File: src/logic/regulator_pkg.sv
// constants, types and register map of the regulator start-up sequencer
// assumes one 25 MHz clock shared by every module of the block
package regulator_pkg;

	localparam logic [7:0] OFS_TARGET_MSB = 8'h12;
	localparam logic [7:0] OFS_TARGET_LSB = 8'h13;
	localparam logic [7:0] OFS_RAMP_CTRL = 8'h14;
	localparam logic [7:0] OFS_BUS_LEVEL = 8'h1A;
	localparam logic [7:0] OFS_RAMP_DOWN = 8'h1C;
	localparam logic [7:0] OFS_ADDR_ROOT = 8'h20;
	localparam logic [7:0] OFS_STATUS = 8'h21;

	localparam int BIT_TARGET_MSB = 0;
	localparam int BIT_RAMP_FAST = 3;
	localparam int BIT_DOWN_REQUEST = 2;
	localparam int BIT_BUS_LEVEL = 1;
	localparam int BIT_DOWN_ALLOW = 3;

	localparam logic [7:0] RST_ADDR_ROOT = 8'h08;
	localparam logic [8:0] RST_TARGET = 9'h000;

	localparam int CLK_FREQ_KHZ = 25000;
	localparam int STEP_TIME_NS = 1000;
	localparam int STEP_CYCLES = STEP_TIME_NS * CLK_FREQ_KHZ / 1000000;
	localparam int FIRST_PULSE_NS = 30;
	localparam int FIRST_PULSE_RAW = (FIRST_PULSE_NS * CLK_FREQ_KHZ + 999999) / 1000000;
	localparam int FIRST_PULSE_CYCLES = (FIRST_PULSE_RAW < 1) ? 1 : FIRST_PULSE_RAW;

	// reference in half-millivolt units: 0.5 mV/us is one unit per step
	localparam int REF_W = 13;
	localparam int REF_ORIGIN = 800;
	localparam int UNITS_PER_CODE = 10;
	localparam int STEP_SLOW = 1;
	localparam int STEP_FAST = 2;

	localparam int NVM_WORDS = 6;
	localparam int NVM_AW = 3;

	localparam int SY_BIAS = 0;
	localparam int SY_EN = 1;
	localparam int SY_REF_FB = 2;
	localparam int SY_OC = 3;
	localparam int SY_OV = 4;
	localparam int SY_STRAP = 5;
	localparam int SY_W = 8;

	typedef enum logic [2:0] {
		ST_BIAS_WAIT = 3'b000,
		ST_LOAD = 3'b001,
		ST_STRAP = 3'b010,
		ST_IDLE = 3'b011,
		ST_PREBIAS = 3'b100,
		ST_FIRST = 3'b101,
		ST_RUN = 3'b110,
		ST_STOPPED = 3'b111
	} state_e;

	typedef struct packed {
		logic wr;
		logic [7:0] addr;
		logic [7:0] data;
	} reg_write_s;

	typedef struct packed {
		logic [8:0] target;
		logic ramp_fast;
		logic down_request;
		logic bus_level;
		logic down_allow;
		logic [7:0] root;
	} config_s;

endpackage

File: src/logic/nvm_loader.sv
// copies the non-volatile words into the working registers after reset
// assumes memory data is valid one clock after its address
`timescale 1ns/100ps
`default_nettype none

module nvm_loader
	import regulator_pkg::*;
(
	input wire logic clk,
	input wire logic rst_n,
	input wire logic start,
	output logic [NVM_AW-1:0] nvm_addr,
	input wire logic [7:0] nvm_data,
	output reg_write_s load,
	output logic done
);

	typedef struct packed {
		logic busy;
		logic phase;
		logic [NVM_AW-1:0] idx;
		reg_write_s load;
		logic done;
	} loader_s;

	loader_s cur, next_cur;

	function automatic logic [7:0] word_offset(input logic [NVM_AW-1:0] i);
		unique case (i)
			3'h0: word_offset = OFS_TARGET_MSB;
			3'h1: word_offset = OFS_TARGET_LSB;
			3'h2: word_offset = OFS_RAMP_CTRL;
			3'h3: word_offset = OFS_BUS_LEVEL;
			3'h4: word_offset = OFS_RAMP_DOWN;
			default: word_offset = OFS_ADDR_ROOT;
		endcase
	endfunction

	////////////////////////////////////////////////////////////////
	always_comb begin
		next_cur = cur;
		next_cur.load.wr = 1'b0;
		next_cur.done = 1'b0;
		if (start) begin
			next_cur.busy = 1'b1;
			next_cur.phase = 1'b0;
			next_cur.idx = '0;
		end else if (cur.busy) begin
			next_cur.phase = ~cur.phase;
			if (cur.phase) begin
				next_cur.load = '{wr: 1'b1, addr: word_offset(cur.idx), data: nvm_data};
				next_cur.idx = cur.idx + 3'h1;
				if (cur.idx == NVM_AW'(NVM_WORDS - 1)) begin
					next_cur.busy = 1'b0;
					next_cur.done = 1'b1;
				end
			end
		end
	end

	always_ff @(posedge clk or negedge rst_n) begin
		if (!rst_n) begin
			cur <= '0;
		end else begin
			cur <= next_cur;
		end
	end

	assign nvm_addr = cur.idx;
	assign load = cur.load;
	assign done = cur.done;

endmodule

`default_nettype wire

File: src/logic/ramp_generator.sv
// digital ramp reference, stepped once per microsecond tick
// assumes the caller holds clear whenever the converter must sit at zero
`timescale 1ns/100ps
`default_nettype none

module ramp_generator
	import regulator_pkg::*;
#(
	parameter int TICK_CYCLES = STEP_CYCLES
) (
	input wire logic clk,
	input wire logic rst_n,
	input wire logic clear,
	input wire logic up,
	input wire logic down,
	input wire logic fast,
	input wire logic [REF_W-1:0] target,
	output logic [REF_W-1:0] ref_level,
	output logic at_target,
	output logic at_zero
);

	// divider is eight bits wide and needs at least one idle count
	if (TICK_CYCLES < 2 || TICK_CYCLES > 255) begin : g_tick_check
		$error("TICK_CYCLES out of range");
	end

	typedef struct packed {
		logic [7:0] div;
		logic [REF_W-1:0] level;
	} ramp_s;

	ramp_s cur, next_cur;
	logic tick;
	logic [REF_W-1:0] step;

	////////////////////////////////////////////////////////////////
	always_comb begin
		next_cur = cur;
		tick = (cur.div == 8'(TICK_CYCLES - 1));
		step = fast ? REF_W'(STEP_FAST) : REF_W'(STEP_SLOW);
		next_cur.div = tick ? 8'h00 : cur.div + 8'h01;
		if (clear) begin
			next_cur.level = '0;
			next_cur.div = 8'h00;
		end else if (tick && down) begin
			next_cur.level = (cur.level <= step) ? '0 : cur.level - step;
		end else if (tick && up) begin
			if (cur.level + step >= target) begin
				next_cur.level = target;
			end else begin
				next_cur.level = cur.level + step;
			end
		end
	end

	always_ff @(posedge clk or negedge rst_n) begin
		if (!rst_n) begin
			cur <= '0;
		end else begin
			cur <= next_cur;
		end
	end

	assign ref_level = cur.level;
	assign at_target = (cur.level == target);
	assign at_zero = (cur.level == '0);

endmodule

`default_nettype wire

File: src/logic/regulator_startup_sequencer.sv
// start-up, shut-down and addressing sequencer of a point-of-load regulator
// assumes a serial slave engine drives the register port on the same clock,
// and analogue comparators supply the fault, feedback and strap levels
//
// Function
// - bias valid leaves reset, loads memory into registers, finds address offset.
// - register access opens only after bias, load, init and offset; enable not needed.
// - register 0x1A bit 1 picks bus signalling range; zero is low range.
// - reference ramps only after initialisation and with enable asserted.
// - register 0x14 bit 3 picks 0.5 or 1 mV per us ramp.
// - nine-bit target code, 5 mV steps above 0.4 V origin.
// - ramp starts with minimum-width high-side pulses, then on-time grows.
// - over-current and over-voltage guards act during the ramp too.
// - pre-charged output keeps drivers off until reference exceeds feedback; high side first.
// - power good stays low until the reference reaches target in run, after pre-bias and the first high-side pulse.
// - enable low turns drivers off and zeroes the reference at once.
// - request and allow both set: reference falls at ramp rate, drivers off at zero.
// - ramp-down request and allow both reset to zero.
// - eight-bit address root loaded from memory, default 0x08.
// - strap offset zero to seven is added to the address root.
// - strap sampled once at start-up, eight ranges map to offsets.
`timescale 1ns/100ps
`default_nettype none

module regulator_startup_sequencer
	import regulator_pkg::*;
#(
	parameter int TICK_CYCLES = STEP_CYCLES
) (
	input wire logic MCLK,
	input wire logic RST_N,
	input wire logic BIAS_LOCKOUT_CLEAR,
	input wire logic EN,
	input wire logic [2:0] ADDR_STRAP,
	input wire logic REF_ABOVE_FEEDBACK,
	input wire logic OVERCURRENT_GUARD,
	input wire logic OVERVOLTAGE_GUARD,
	output logic [NVM_AW-1:0] NVM_ADDR,
	input wire logic [7:0] NVM_DATA,
	input wire logic REG_WR,
	input wire logic REG_RD,
	input wire logic [7:0] REG_ADDR,
	input wire logic [7:0] REG_WDATA,
	output logic [7:0] REG_RDATA,
	output logic BUS_READY,
	output logic BUS_LEVEL_HIGH,
	output logic [7:0] DEV_ADDR,
	output logic [REF_W-1:0] REF_DAC,
	output logic HIGH_SIDE_GATE_DRIVE,
	output logic LOW_SIDE_GATE_DRIVE,
	output logic MIN_ON_MODE,
	output logic POWER_OK_OUTPUT
);

	typedef struct packed {
		// pin and comparator levels, two flops deep
		logic [SY_W-1:0] sync1;
		logic [SY_W-1:0] sync2;
		state_e state;
		config_s cfg;
		logic [2:0] offset;
		logic fault;
		logic ready;
		logic pg;
		logic hs;
		logic ls;
		logic min_on;
		logic load_start;
		logic [2:0] first_cnt;
		logic [7:0] dev_addr;
		logic [7:0] rdata;
	} seq_s;

	localparam config_s RST_CFG = '{target: RST_TARGET, ramp_fast: 1'b0, down_request: 1'b0,
		bus_level: 1'b0, down_allow: 1'b0, root: RST_ADDR_ROOT};

	seq_s cur, next_cur;
	reg_write_s load;
	logic load_done;
	logic [REF_W-1:0] ref_level;
	logic [REF_W-1:0] target_units;
	logic at_target;
	logic at_zero;
	logic active;
	logic down_mode;
	logic bias;
	logic en;
	logic fault_in;

	// divider is eight bits wide and needs at least one idle count
	if (TICK_CYCLES < 2 || TICK_CYCLES > 255) begin : g_tick_check
		$error("TICK_CYCLES out of range");
	end
	// first-pulse counter is three bits wide
	if (FIRST_PULSE_CYCLES < 1 || FIRST_PULSE_CYCLES > 8) begin : g_pulse_check
		$error("FIRST_PULSE_CYCLES out of range");
	end

	////////////////////////////////////////////////////////////////
	// shared write decode: memory load and host writes land alike
	function automatic config_s apply_write(input config_s c, input logic [7:0] a, input logic [7:0] d);
		apply_write = c;
		unique case (a)
			OFS_TARGET_MSB: apply_write.target[8] = d[BIT_TARGET_MSB];
			OFS_TARGET_LSB: apply_write.target[7:0] = d;
			OFS_RAMP_CTRL: begin
				apply_write.ramp_fast = d[BIT_RAMP_FAST];
				apply_write.down_request = d[BIT_DOWN_REQUEST];
			end
			OFS_BUS_LEVEL: apply_write.bus_level = d[BIT_BUS_LEVEL];
			OFS_RAMP_DOWN: apply_write.down_allow = d[BIT_DOWN_ALLOW];
			OFS_ADDR_ROOT: apply_write.root = d;
			default: apply_write = c;
		endcase
	endfunction

	function automatic logic [7:0] read_reg(input seq_s s, input logic [7:0] a);
		read_reg = 8'h00;
		unique case (a)
			OFS_TARGET_MSB: read_reg[BIT_TARGET_MSB] = s.cfg.target[8];
			OFS_TARGET_LSB: read_reg = s.cfg.target[7:0];
			OFS_RAMP_CTRL: begin
				read_reg[BIT_RAMP_FAST] = s.cfg.ramp_fast;
				read_reg[BIT_DOWN_REQUEST] = s.cfg.down_request;
			end
			OFS_BUS_LEVEL: read_reg[BIT_BUS_LEVEL] = s.cfg.bus_level;
			OFS_RAMP_DOWN: read_reg[BIT_DOWN_ALLOW] = s.cfg.down_allow;
			OFS_ADDR_ROOT: read_reg = s.cfg.root;
			OFS_STATUS: read_reg = {s.state, s.offset, s.fault, s.pg};
			default: read_reg = 8'h00;
		endcase
	endfunction

	// states in which the ramp runs and the guards are watched
	function automatic logic ramp_state(input state_e s);
		ramp_state = (s == ST_PREBIAS) || (s == ST_FIRST) || (s == ST_RUN);
	endfunction

	////////////////////////////////////////////////////////////////
	nvm_loader u_loader (
		.clk(MCLK),
		.rst_n(RST_N),
		.start(cur.load_start),
		.nvm_addr(NVM_ADDR),
		.nvm_data(NVM_DATA),
		.load(load),
		.done(load_done)
	);

	// ramp held cleared whenever it may not run
	ramp_generator #(
		.TICK_CYCLES(TICK_CYCLES)
	) u_ramp (
		.clk(MCLK),
		.rst_n(RST_N),
		.clear(~active),
		.up(active & ~down_mode),
		.down(active & down_mode),
		.fast(cur.cfg.ramp_fast),
		.target(target_units),
		.ref_level(ref_level),
		.at_target(at_target),
		.at_zero(at_zero)
	);

	////////////////////////////////////////////////////////////////
	always_comb begin
		bias = cur.sync2[SY_BIAS];
		en = cur.sync2[SY_EN];
		fault_in = cur.sync2[SY_OC] | cur.sync2[SY_OV];
		// origin plus code steps, kept in half-millivolt units
		target_units = REF_W'(REF_ORIGIN) + REF_W'(cur.cfg.target) * REF_W'(UNITS_PER_CODE);
		down_mode = cur.cfg.down_request & cur.cfg.down_allow;
		// enable and faults cut the ramp in the same cycle they are seen
		active = en & ~fault_in & ramp_state(cur.state);

		next_cur = cur;
		// raw levels only enter the first flop; logic reads the second
		next_cur.sync1 = {ADDR_STRAP, OVERVOLTAGE_GUARD, OVERCURRENT_GUARD, REF_ABOVE_FEEDBACK, EN,
			BIAS_LOCKOUT_CLEAR};
		next_cur.sync2 = cur.sync1;
		next_cur.load_start = 1'b0;

		// memory load wins; the host is closed then anyway
		if (load.wr) begin
			next_cur.cfg = apply_write(cur.cfg, load.addr, load.data);
		end else if (REG_WR && cur.ready) begin
			next_cur.cfg = apply_write(cur.cfg, REG_ADDR, REG_WDATA);
		end
		if (REG_RD && cur.ready) begin
			next_cur.rdata = read_reg(cur, REG_ADDR);
		end

		unique case (cur.state)
			ST_BIAS_WAIT: begin
				if (bias) begin
					next_cur.load_start = 1'b1;
					next_cur.state = ST_LOAD;
				end
			end
			ST_LOAD: begin
				if (load_done) begin
					next_cur.state = ST_STRAP;
				end
			end
			ST_STRAP: begin
				// strap read once; later strap changes are ignored
				next_cur.offset = cur.sync2[SY_STRAP+:3];
				next_cur.state = ST_IDLE;
			end
			ST_IDLE: begin
				if (en) begin
					next_cur.state = down_mode ? ST_STOPPED : ST_PREBIAS;
				end
			end
			ST_PREBIAS: begin
				if (cur.sync2[SY_REF_FB]) begin
					next_cur.state = ST_FIRST;
					next_cur.first_cnt = 3'(FIRST_PULSE_CYCLES - 1);
				end
			end
			ST_FIRST: begin
				// high side alone for one minimum pulse before the low side joins
				if (cur.first_cnt == 3'h0) begin
					next_cur.state = ST_RUN;
				end else begin
					next_cur.first_cnt = cur.first_cnt - 3'h1;
				end
			end
			ST_RUN: begin
				if (down_mode && at_zero) begin
					next_cur.state = ST_STOPPED;
				end
			end
			ST_STOPPED: begin
				// a latched fault waits for enable low; a soft stop waits for request clear
				if (!cur.fault && !down_mode) begin
					next_cur.state = ST_PREBIAS;
				end
			end
		endcase

		// guards watched during the ramp as well, not only at target
		if (fault_in && ramp_state(cur.state)) begin
			next_cur.fault = 1'b1;
			next_cur.state = ST_STOPPED;
		end
		if (!en && cur.state >= ST_PREBIAS) begin
			next_cur.state = ST_IDLE;
			next_cur.fault = 1'b0;
		end
		// bias loss undoes state, fault and registers; a load in progress runs on, but its writes are overridden while bias is low; the strap offset is kept
		if (!bias) begin
			next_cur.state = ST_BIAS_WAIT;
			next_cur.fault = 1'b0;
			next_cur.cfg = RST_CFG;
		end

		// outputs follow the next state so each one stands in a flop
		next_cur.ready = (next_cur.state >= ST_IDLE);
		next_cur.hs = (next_cur.state == ST_FIRST || next_cur.state == ST_RUN);
		next_cur.ls = (next_cur.state == ST_RUN);
		next_cur.min_on = (next_cur.state == ST_FIRST) ||
			(next_cur.state == ST_RUN && !at_target && !down_mode);
		// power good only in run at target, never during a soft stop
		next_cur.pg = (next_cur.state == ST_RUN) && at_target && !down_mode;
		// built from next values so the address is right as the bus opens
		next_cur.dev_addr = next_cur.cfg.root + {5'b00000, next_cur.offset};
	end

	// reset values match the register defaults
	always_ff @(posedge MCLK or negedge RST_N) begin
		if (!RST_N) begin
			cur <= '{sync1: '0, sync2: '0, state: ST_BIAS_WAIT, cfg: RST_CFG, offset: 3'h0, fault: 1'b0,
				ready: 1'b0, pg: 1'b0, hs: 1'b0, ls: 1'b0, min_on: 1'b0, load_start: 1'b0,
				first_cnt: 3'h0, dev_addr: RST_ADDR_ROOT, rdata: 8'h00};
		end else begin
			cur <= next_cur;
		end
	end

	// every output below is a flop of the state struct except REF_DAC, which is the ramp generator's level flop
	assign REG_RDATA = cur.rdata;
	assign BUS_READY = cur.ready;
	assign BUS_LEVEL_HIGH = cur.cfg.bus_level;
	assign DEV_ADDR = cur.dev_addr;
	assign REF_DAC = ref_level;
	assign HIGH_SIDE_GATE_DRIVE = cur.hs;
	assign LOW_SIDE_GATE_DRIVE = cur.ls;
	assign MIN_ON_MODE = cur.min_on;
	assign POWER_OK_OUTPUT = cur.pg;

endmodule

`default_nettype wire

File: config.mk
export PLATFORM = sky130hd
export DESIGN_NAME = regulator_startup_sequencer
export DESIGN_NICKNAME = d
export VERILOG_FILES = /design/src/logic/regulator_pkg.sv /design/src/logic/nvm_loader.sv /design/src/logic/ramp_generator.sv /design/src/logic/regulator_startup_sequencer.sv
export SDC_FILE = /design/constraint.sdc
export NUM_CORES = 1
export LEC_CHECK = 0
export BUFFER_PORTS_ARGS = -buffer_cell sky130_fd_sc_hd__buf_2
export CAP_MARGIN = 20
export CORE_UTILIZATION = 50
export DETAILED_ROUTE_END_ITERATION = 6
export PLACE_DENSITY = 0.7
export SLEW_MARGIN = 20
export SYNTH_ARGS = -nofsm -noshare
export SYNTH_HDL_FRONTEND = slang
export SYNTH_SLANG_ARGS = --single-unit
File: constraint.sdc
create_clock -name MCLK -period 5.2 [get_ports MCLK]
set_input_delay 0.26 -clock MCLK [delete_from_list [all_inputs] [get_ports MCLK]]
set_output_delay 0.26 -clock MCLK [all_outputs]
set_load 0.005 [all_outputs]
Yosys cells after proc, flatten, opt, wreduce, memory -nomap -nowiden:

Cells that the tools add are included.

* logic and storage cells: 186
* output and inout port bits: 38
* register bits: 113

* $mul: 1
* magnitude comparators: 4
* reductions and logical operators: 35
* equal/unequal tests: 44
* muxes and demuxes: 55
* bitwise gates (word level): 10
* add/sub/neg operators: 7

Operators with widths (count)
* 8-bit by 5-bit equality test with 1-bit output (second input constant): 11
* 13-bit 2-to-1 mux: 5
* 21-bit 2-to-1 mux: 3
* 8-bit 2-to-1 mux: 6
* 3-bit 2-to-1 mux: 11
* 6-bit case mux with 5 select lines: 1
* 3-bit equality test (second input constant): 8
* 8-bit by 6-bit equality test with 1-bit output (second input constant): 3
* 24-bit 2-to-1 mux: 1
* 3-bit by 1-bit inequality test with 1-bit output (second input constant): 8
* 3-bit case mux with 8 select lines: 1
* 23-bit 2-to-1 mux: 1
* 3-bit AND reduction: 7
* 18-bit 2-to-1 mux: 1
* 3-bit inequality test (second input constant): 5
* 1-bit 2-to-1 mux: 14
* 10-bit by 13-bit adder with 13-bit output (first input constant): 1
* 13-bit adder: 1
* 13-bit equality test: 1
* 13-bit >= comparator: 1
* 13-bit less-or-equal comparator: 1
* 13-bit zero test: 1
* 13-bit subtractor: 1
* 3-bit by 2-bit equality test with 1-bit output (second input constant): 4
* other kinds (24): 59

Logic depth before layout (Yosys ltp):

Gate-level depths: netlist of run 1.

* depth after elaboration: 12
* depth in mapped cells: 20
* gate-level depth less buffers: 19

Hierarchy:

From an unflattened synthesis of run 1, not the netlist that was laid out.

* cell total of the unflattened synthesis: 808
* area, all modules: 7443.4 um2

Modules (own cells, without submodules)
* regulator_startup_sequencer: seq. area each 1729.2 um2, area each 3957.5 um2, cells an instance 393, times used 1
* ramp_generator: seq. area each 525.5 um2, area each 2398.6 um2, cells an instance 301, times used 1
* nvm_loader: seq. area each 525.5 um2, area each 1087.3 um2, cells an instance 114, times used 1

Worst setup path after synthesis of run 1:

Ideal clock, no wire load.

* kind: reg-to-reg
* from: reg cur[42] (netlist bit)
* to: reg u_ramp.cur, in the netlist u_ramp.ref_level[4]
* path buffers: 1
* setup time: 0.128 ns
* period minus slack after synthesis: 4.237 ns
* data arrival time: 4.109 ns
* cell stages (with the launch flop): 20
* path slack: 0.963 ns
* cell sequence: dfrtp_1 ha_1 ha_1 inv_1 fa_1 nand2b_1 a21oi_1 xor2_1 a211o_1 xor2_1 ha_1 a21oi_1 nand2_1 a21o_1 a221oi_1 buf_2 mux2i_1 nor2_1 a21oi_1 o22ai_1

* cells in the longest elaborated chain, start to end: 7

Ends and longest elaborated chain
* start, declared: line regulator_startup_sequencer.sv:77 `seq_s cur, next_cur;`
* start signal, assigned: line regulator_startup_sequencer.sv:274 `cur <= '{sync1: '0, sync2: '0, state: ST_BIAS_WAIT, cfg: RST_CFG, offset: 3'h0, fault: 1'b0,`
* start signal, assigned: line regulator_startup_sequencer.sv:278 `cur <= next_cur;`
* 9-bit by 3-bit multiplier with 12-bit output (*): line regulator_startup_sequencer.sv:172 `target_units = REF_W'(REF_ORIGIN) + REF_W'(cur.cfg.target) * REF_W'(UNITS_PER_CODE);`
* 10-bit by 13-bit adder with 13-bit output (*): line regulator_startup_sequencer.sv:172
* 13-bit >= comparator: line ramp_generator.sv:49 `if (cur.level + step >= target) begin`
* 13-bit 2-to-1 mux (*): line ramp_generator.sv:49
* 13-bit 2-to-1 mux (*): line ramp_generator.sv:48 `end else if (tick && up) begin`
* 13-bit 2-to-1 mux (*): line ramp_generator.sv:46 `end else if (tick && down) begin`
* 13-bit 2-to-1 mux (*): line ramp_generator.sv:43 `if (clear) begin`
* end signal, assigned: line ramp_generator.sv:61 `cur <= next_cur;`
* end, declared: line ramp_generator.sv:33 `ramp_s cur, next_cur;`

Every way passes the cells marked *; elsewhere a longest branch is shown, timed or not. The select of a mux whose other input is x is not followed.
A chain may end at the register's enable or synchronous reset.

Final worst setup path of run 1:

* from: reg cur[44] (netlist bit)
* to: reg u_ramp.cur, in the netlist u_ramp.ref_level[4]

Same word-level chain as after synthesis.

==> results of run 1 <==
-- state kept, by name, summed over array words and instances (netlist names), 2 cells and up --
name,cells
cur,46
REG_RDATA,8
u_loader.load,15
u_ramp.cur,8
u_loader.nvm_addr,3
u_loader.cur,2
u_ramp.ref_level,13
DEV_ADDR,8
-- cells in the final DEF (no fill, tap or decap), drive strengths merged, types with 23 or more instances in the layout --
cell type	synthesis	routed
dfrtp	109	109
nand2	83	83
buf	47	76
nor2	61	61
o21ai	45	45
ha	43	43
inv	41	43
a21oi	40	40
xnor2	29	29
mux2i	23	23
-- cell families after synthesis --
group | Yosys count | synth area share [%]
adders and majority gates | 47 | 8.825
xor gates and xnor gates | 50 | 6.645
AOI/OAI and AO/OA | 149 | 14.08
muxes | 43 | 6.556
and+or+nand+nor | 243 | 16.68
buffers and inverters | 103 | 7.520
DFF | 111 | 39.69
-- final cells by class --
cell class	count	area, sq um
Clock buffer	12	256.5
Clock inverter	4	36.28
Fill cell	1207	5827
Inverter	41	153.9
Multi-Input combinational cell	532	3709
Sequential cell	111	2780
Tap cell	176	220.2
Timing Repair Buffer	84	470.5
-- stage by stage --
stage          setup WS [ps]  total power (uW)  utilization [%]  instance area, sq um
6_report               643.1              2712            56.69                  7626
5_1_grt                268.0              2893            56.69                  7626
4_1_cts                691.4              2726            56.50                  7601
3_5_place_dp           741.1              2031            53.88                  7248
3_3_place_gp           917.1              1992            53.88                  7248
2_1_floorplan          962.6              1823                -                  7004
-- layer usage --
| metal | track usage (%) | vias up | wire length, um |
|---|---|---|---|
| met5 | 0 | - | 0 |
| met3 | 5.000 | 24 | 972 |
| met2 | 37.86 | 163 | 7619 |
| met4 | 9.028 | 0 | 422 |
| li1 | - | 2634 | - |
| met1 | 32.61 | 2656 | 7370 |
-- worst reg2reg max path, stage by stage (launching register included) --
cell      delay, ps
dfrtp_1         430
ha_1            300
ha_1            180
inv_1            60
fa_1            390
nand2b_1        180
a21oi_1         170
xor2_1          430
a211o_1         240
xor2_1          320
ha_1            320
a21oi_1         160
nand2_1          70
a21o_1          190
a221oi_2        220
buf_4           280
mux2i_1         220
nor2_1           60
a21oi_1         160
o22ai_1          90
-- power by group --
| part | internal (uW) | leakage, uW | switching [uW] |
|---|---|---|---|
| clock network | 358 | 0.000141 | 327 |
| registers | 1010 | 0.00146 | 138 |
| logic | 383 | 0.00223 | 498 |
| total | 1750 | 0.00383 | 962 |
-- worst max-delay path by stage --
stage | start | to | slack (ps) | depth (start not counted)
after floorplan | cur[42]$_DFFE_PN0P_ | u_ramp.ref_level[4]$_DFFE_PN0P_ | 960 | 19
after global placement | cur[42]$_DFFE_PN0P_ | u_ramp.ref_level[4]$_DFFE_PN0P_ | 920 | 19
after detailed placement | cur[44]$_DFFE_PN0P_ | u_ramp.ref_level[4]$_DFFE_PN0P_ | 740 | 19
after CTS | cur[44]$_DFFE_PN0P_ | u_ramp.ref_level[4]$_DFFE_PN0P_ | 690 | 19
after global routing | cur[44]$_DFFE_PN0P_ | u_ramp.ref_level[4]$_DFFE_PN0P_ | 270 | 19
final | cur[44]$_DFFE_PN0P_ | u_ramp.ref_level[4]$_DFFE_PN0P_ | 640 | 19
==> results.json, run 1 <==
{
  "worst_pin_slew_ps": 848.9,
  "synth.top_cells.by_count": "dfrtp_1, nand2_1, nor2_1",
  "via_per_inst": 5.705,
  "reg2reg_slack_ps": 640,
  "grt_max_degree": 68,
  "violations": "negative hold slack",
  "ys_ff_latch": 111,
  "ant_nets": 0,
  "cp_data_required_time_ps": 5440,
  "cts.htree.levels": 3,
  "cts_setup_buffers": 0,
  "netlist.area_leader.share_pct": 38.94,
  "clkLatencyLatePin_ps": 370,
  "p_per_area_nw_per_um2": 355.6,
  "grt_pass1_vias": 5374,
  "yosys_warnings": 0,
  "coreArea_sq_um": 13450,
  "fin_crit_sh_pct": 87.63,
  "die_x_um": 120.4,
  "stdcell_count": 960,
  "cp_slowest_cell": "dfrtp_1",
  "clockBufferDepth": 2,
  "cp.buffers_inverters": 2,
  "period_minus_slack_ps": 4557,
  "synth_flop_cell": "dfrtp_1",
  "r2r_cells": 19,
  "vias": 5477,
  "path_clk_slew_ps": 80,
  "relSlewSlack_pct": 43.41,
  "leakagePower_uw": 0.003828,
  "rr_startpoint": "cur[44]$_DFFE_PN0P_",
  "fin_setup_tns_ps": 0,
  "first_iter_violations": 459,
  "synth.cell_area_sq_um": 7004,
  "die_area_sq_um": 14490,
  "cts_resized": 0,
  "finalNetCount": 862,
  "wl_per_cell_um": 17.07,
  "drive_above_1_share_pct": 15.82,
  "criticalPathCategory": "register to register",
  "report.final.slew_viol_count": 0,
  "ioPinCount": 74,
  "hold_viol": 8,
  "maxClockFrequency_ghz": 0.2194,
  "hold_path.class": "input port to asynchronous set/reset pin",
  "start_util_pct": 52.06,
  "yosysMostFrequentCell": "dfrtp_1",
  "grt-ovfl-total": 0,
  "ys_types": 70,
  "gp_congestion": 0.8725,
  "cts_sinks": 111,
  "skew_ps": 11.10,
  "syn_area_per_cell_sq_um": 9.389,
  "synth_largest_area_cell": "dfrtp_1",
  "start_kind": "register",
  "drv_cap": 0,
  "cts_hold_buffers": 6,
  "yosys-top-cells-area": "dfrtp_1, ha_1, nand2_1",
  "cts-root-buf": "clkbuf_16",
  "syn_inst": 746,
  "cts_tree": "yes",
  "synth_edf_count": 0,
  "path_max_fanout": 24,
  "totalWireLength_um": 16390,
  "async_reset_ff_share_pct": 100.0,
  "peakVddDrop_mv": 0.2608,
  "timing.hold.ws_ps": -29.81,
  "rows": 42,
  "critPathArrivalTime_ps": 4800,
  "max_stage_delay_ps": 430,
  "syn_to_final_growth_pct": 8.878,
  "worstPathCellList": "ha_1, ha_1, inv_1, fa_1, nand2b_1, a21oi_1, xor2_1, a211o_1, xor2_1, ha_1, a21oi_1, nand2_1, a21o_1, a221oi_2, buf_4, mux2i_1, nor2_1, a21oi_1, o22ai_1",
  "setup_viol": 0,
  "syn-num-nets": 829,
  "die_height_um": 120.4,
  "track_usage_pct": 24.04,
  "hpwl_um": 12390,
  "n_antenna_cell": 0,
  "rsz0062_at_grt": "false",
  "regToRegEndpoint": "u_ramp.ref_level[4]$_DFFE_PN0P_",
  "endpoint_kind": "register",
  "dp.cells": 936,
  "antenna_found_initial": 0,
  "yosysSeqAreaShare_pct": 39.69,
  "outcome": "finished with violations",
  "dr.pass1.iters": 5,
  "cts_buffers": 9,
  "cp_top_family": "compound AO/OA/AOI/OAI gates",
  "grt_pass1_wl_um": 27020,
  "port_buffers": 73,
  "drcViolationCount": 0
}
No activity file was read; power rests on OpenSTA's default activity.
==> run 2, diff against run 1 <==
==> constraint.sdc (replaced) <==
create_clock -name MCLK -period 5.4 [get_ports MCLK]
set_input_delay 0.27 -clock MCLK [delete_from_list [all_inputs] [get_ports MCLK]]
set_output_delay 0.27 -clock MCLK [all_outputs]
set_load 0.005 [all_outputs]
==> run 2 against run 1 <==
The flow still finishes with violations (negative hold slack); global-route usage fell by 0.19 points; routed wire length fell by 0.63%; sequential power fell by 4%; first-iteration DRC count rose by 17%; total power fell by 5.4%; critical path type unchanged; worst setup slack improved by 220 ps; clock-buffer cell count did not move; fmax rose by 0.44%; non-clock buffer count fell by 8.
==> results.json, run 2 (synthesis gave the netlist of run 1 again) <==
{
  "outcome": "finished with violations",
  "violations": "negative hold slack",
  "rows": 42,
  "antenna_found_initial": 0,
  "n_antenna_cell": 0,
  "fin_setup_tns_ps": 0,
  "report.final.slew_viol_count": 0,
  "finalNetCount": 854,
  "relSlewSlack_pct": 42.76,
  "gp_congestion": 0.8724,
  "finalPower_uw": 2565,
  "period_minus_slack_ps": 4537,
  "skew_ps": 6.702,
  "hold_path.class": "input port to asynchronous set/reset pin",
  "post-place-ws_ps": 958.7,
  "cts.htree.levels": 3,
  "final_common_cell": "dfrtp_1",
  "grtUsageMet1_pct": 32.14,
  "cp_data_required_time_ps": 5640,
  "cts_sinks": 111,
  "grt_pass1_vias": 5363,
  "cts-root-buf": "clkbuf_16",
  "cts_hold_buffers": 0,
  "vias": 5543,
  "die_x_um": 120.4,
  "critPathArrivalTime_ps": 4770,
  "start_util_pct": 52.06,
  "p_int_uw": 1653,
  "path_clk_slew_ps": 70,
  "track_usage_pct": 23.84,
  "hpwl_um": 12410,
  "grt-busiest-layer": "met2",
  "wl_per_cell_um": 17.10,
  "cts_setup_buffers": 0,
  "largest_reg_flops": 46,
  "postLayoutSetupSlackWorst_ps": 863.3,
  "rsz0062_at_grt": "false",
  "endpoint_kind": "register",
  "port_buffers": 73,
  "swShare_pct": 35.56,
  "fin_util_pct": 55.91,
  "drcViolationCount": 0,
  "grt_use_met2_pct": 37.50,
  "regMostFlops": "cur",
  "drive_above_1_share_pct": 15.72,
  "start_kind": "register",
  "die_area_sq_um": 14490,
  "worst_pin_slew_ps": 858.7,
  "p_sw_uw": 912.2,
  "drv_cap": 0,
  "syn_to_final_growth_pct": 7.378,
  "totalWireLength_um": 16280,
  "setup_viol": 0,
  "path_max_fanout": 24,
  "maxClockFrequency_ghz": 0.2204,
  "criticalPathCategory": "register to register",
  "via_per_inst": 5.822,
  "clkPwrFrac_pct": 23.9,
  "p_per_area_nw_per_um2": 341.0,
  "peakVddDrop_mv": 0.2839,
  "startpoint": "cur[42]$_DFFE_PN0P_",
  "seq_power_share_pct": 43.0,
  "ant_nets": 0,
  "cts_tree": "yes",
  "layout_common_cells": "dfrtp_1, nand2_1, buf_2, nor2_1, ha_1",
  "clockBufferDepth": 2,
  "coreArea_sq_um": 13450,
  "grt-ovfl-total": 0,
  "ioPinCount": 74,
  "gr-usage-met3_pct": 5.189,
  "grt_max_degree": 68,
  "combPwrFrac_pct": 33.0,
  "fin_crit_sh_pct": 84.01,
  "die_height_um": 120.4,
  "cts_resized": 0,
  "grt_pass1_wl_um": 26790,
  "first_iter_violations": 537,
  "leakagePower_uw": 0.003778,
  "dr.pass1.iters": 5,
  "hold_viol": 1,
  "timing.hold.ws_ps": -9.907,
  "cts_buffers": 9,
  "clkLatencyLatePin_ps": 360,
  "rr_startpoint": "cur[42]$_DFFE_PN0P_"
}
==> run 2: final cells by class <==
class	count	area, sq um
Clock buffer	12	236.5
Clock inverter	4	31.28
Fill cell	1237	5932
Inverter	41	153.9
Multi-Input combinational cell	532	3709
Sequential cell	111	2780
Tap cell	176	220.2
Timing Repair Buffer	76	390.4
==> run 2: worst max-delay path, stage by stage, from the launching register on <==
cell and delay (ps):
dfrtp_1 420, ha_1 310, ha_1 160, inv_1 50
fa_1 380, nand2b_1 180, a21oi_1 180, xor2_1 420
a211o_1 230, xor2_1 320, ha_1 320, a21oi_1 150
nand2_1 70, a21o_1 190, a221oi_2 210, buf_4 290
mux2i_1 220, nor2_1 50, a21oi_1 140, o22ai_1 90
==> run 2: routing by layer <==
metal	wire length [um]	share of wire, %	vias to the layer above
met2	7653	47	171
li1	-	-	2631
met3	917	5.6	26
met5	0	0	-
met4	405	2.5	0
met1	7306	45	2715
==> run 2: metrics by stage <==
step                cells  area [sq um]
global route          952          7521
finish                952          7521
detailed placement    936          7248
floorplan             746          7004
global placement      936          7248
CTS                   952          7516
==> run 2: power groups by stage <==
| stage | Combinational, uW | Clock (uW) | Sequential, uW |
|---|---|---|---|
| floorplan | 690 | 0 | 1070 |
| global placement | 809 | 0 | 1110 |
| detailed placement | 839 | 0 | 1120 |
| CTS | 849 | 633 | 1100 |
| global route | 952 | 661 | 1120 |
| finish | 848 | 614 | 1100 |
==> run 2: path summary, 6_finish.rpt <==
check	to	slack [ps]	cells past startpoint
max in group asynchronous	cur[34]$_DFF_PN0_	4310	2
setup / recovery	u_ramp.ref_level[4]$_DFFE_PN0P_	860	19
setup reg to reg	u_ramp.ref_level[4]$_DFFE_PN0P_	860	19
hold / removal	u_ramp.ref_level[9]$_DFFE_PN0P_	-10	1
min in group MCLK	cur[66]$_DFF_PN0_	20	1
hold reg to reg	cur[55]$_DFF_PN0_	350	0
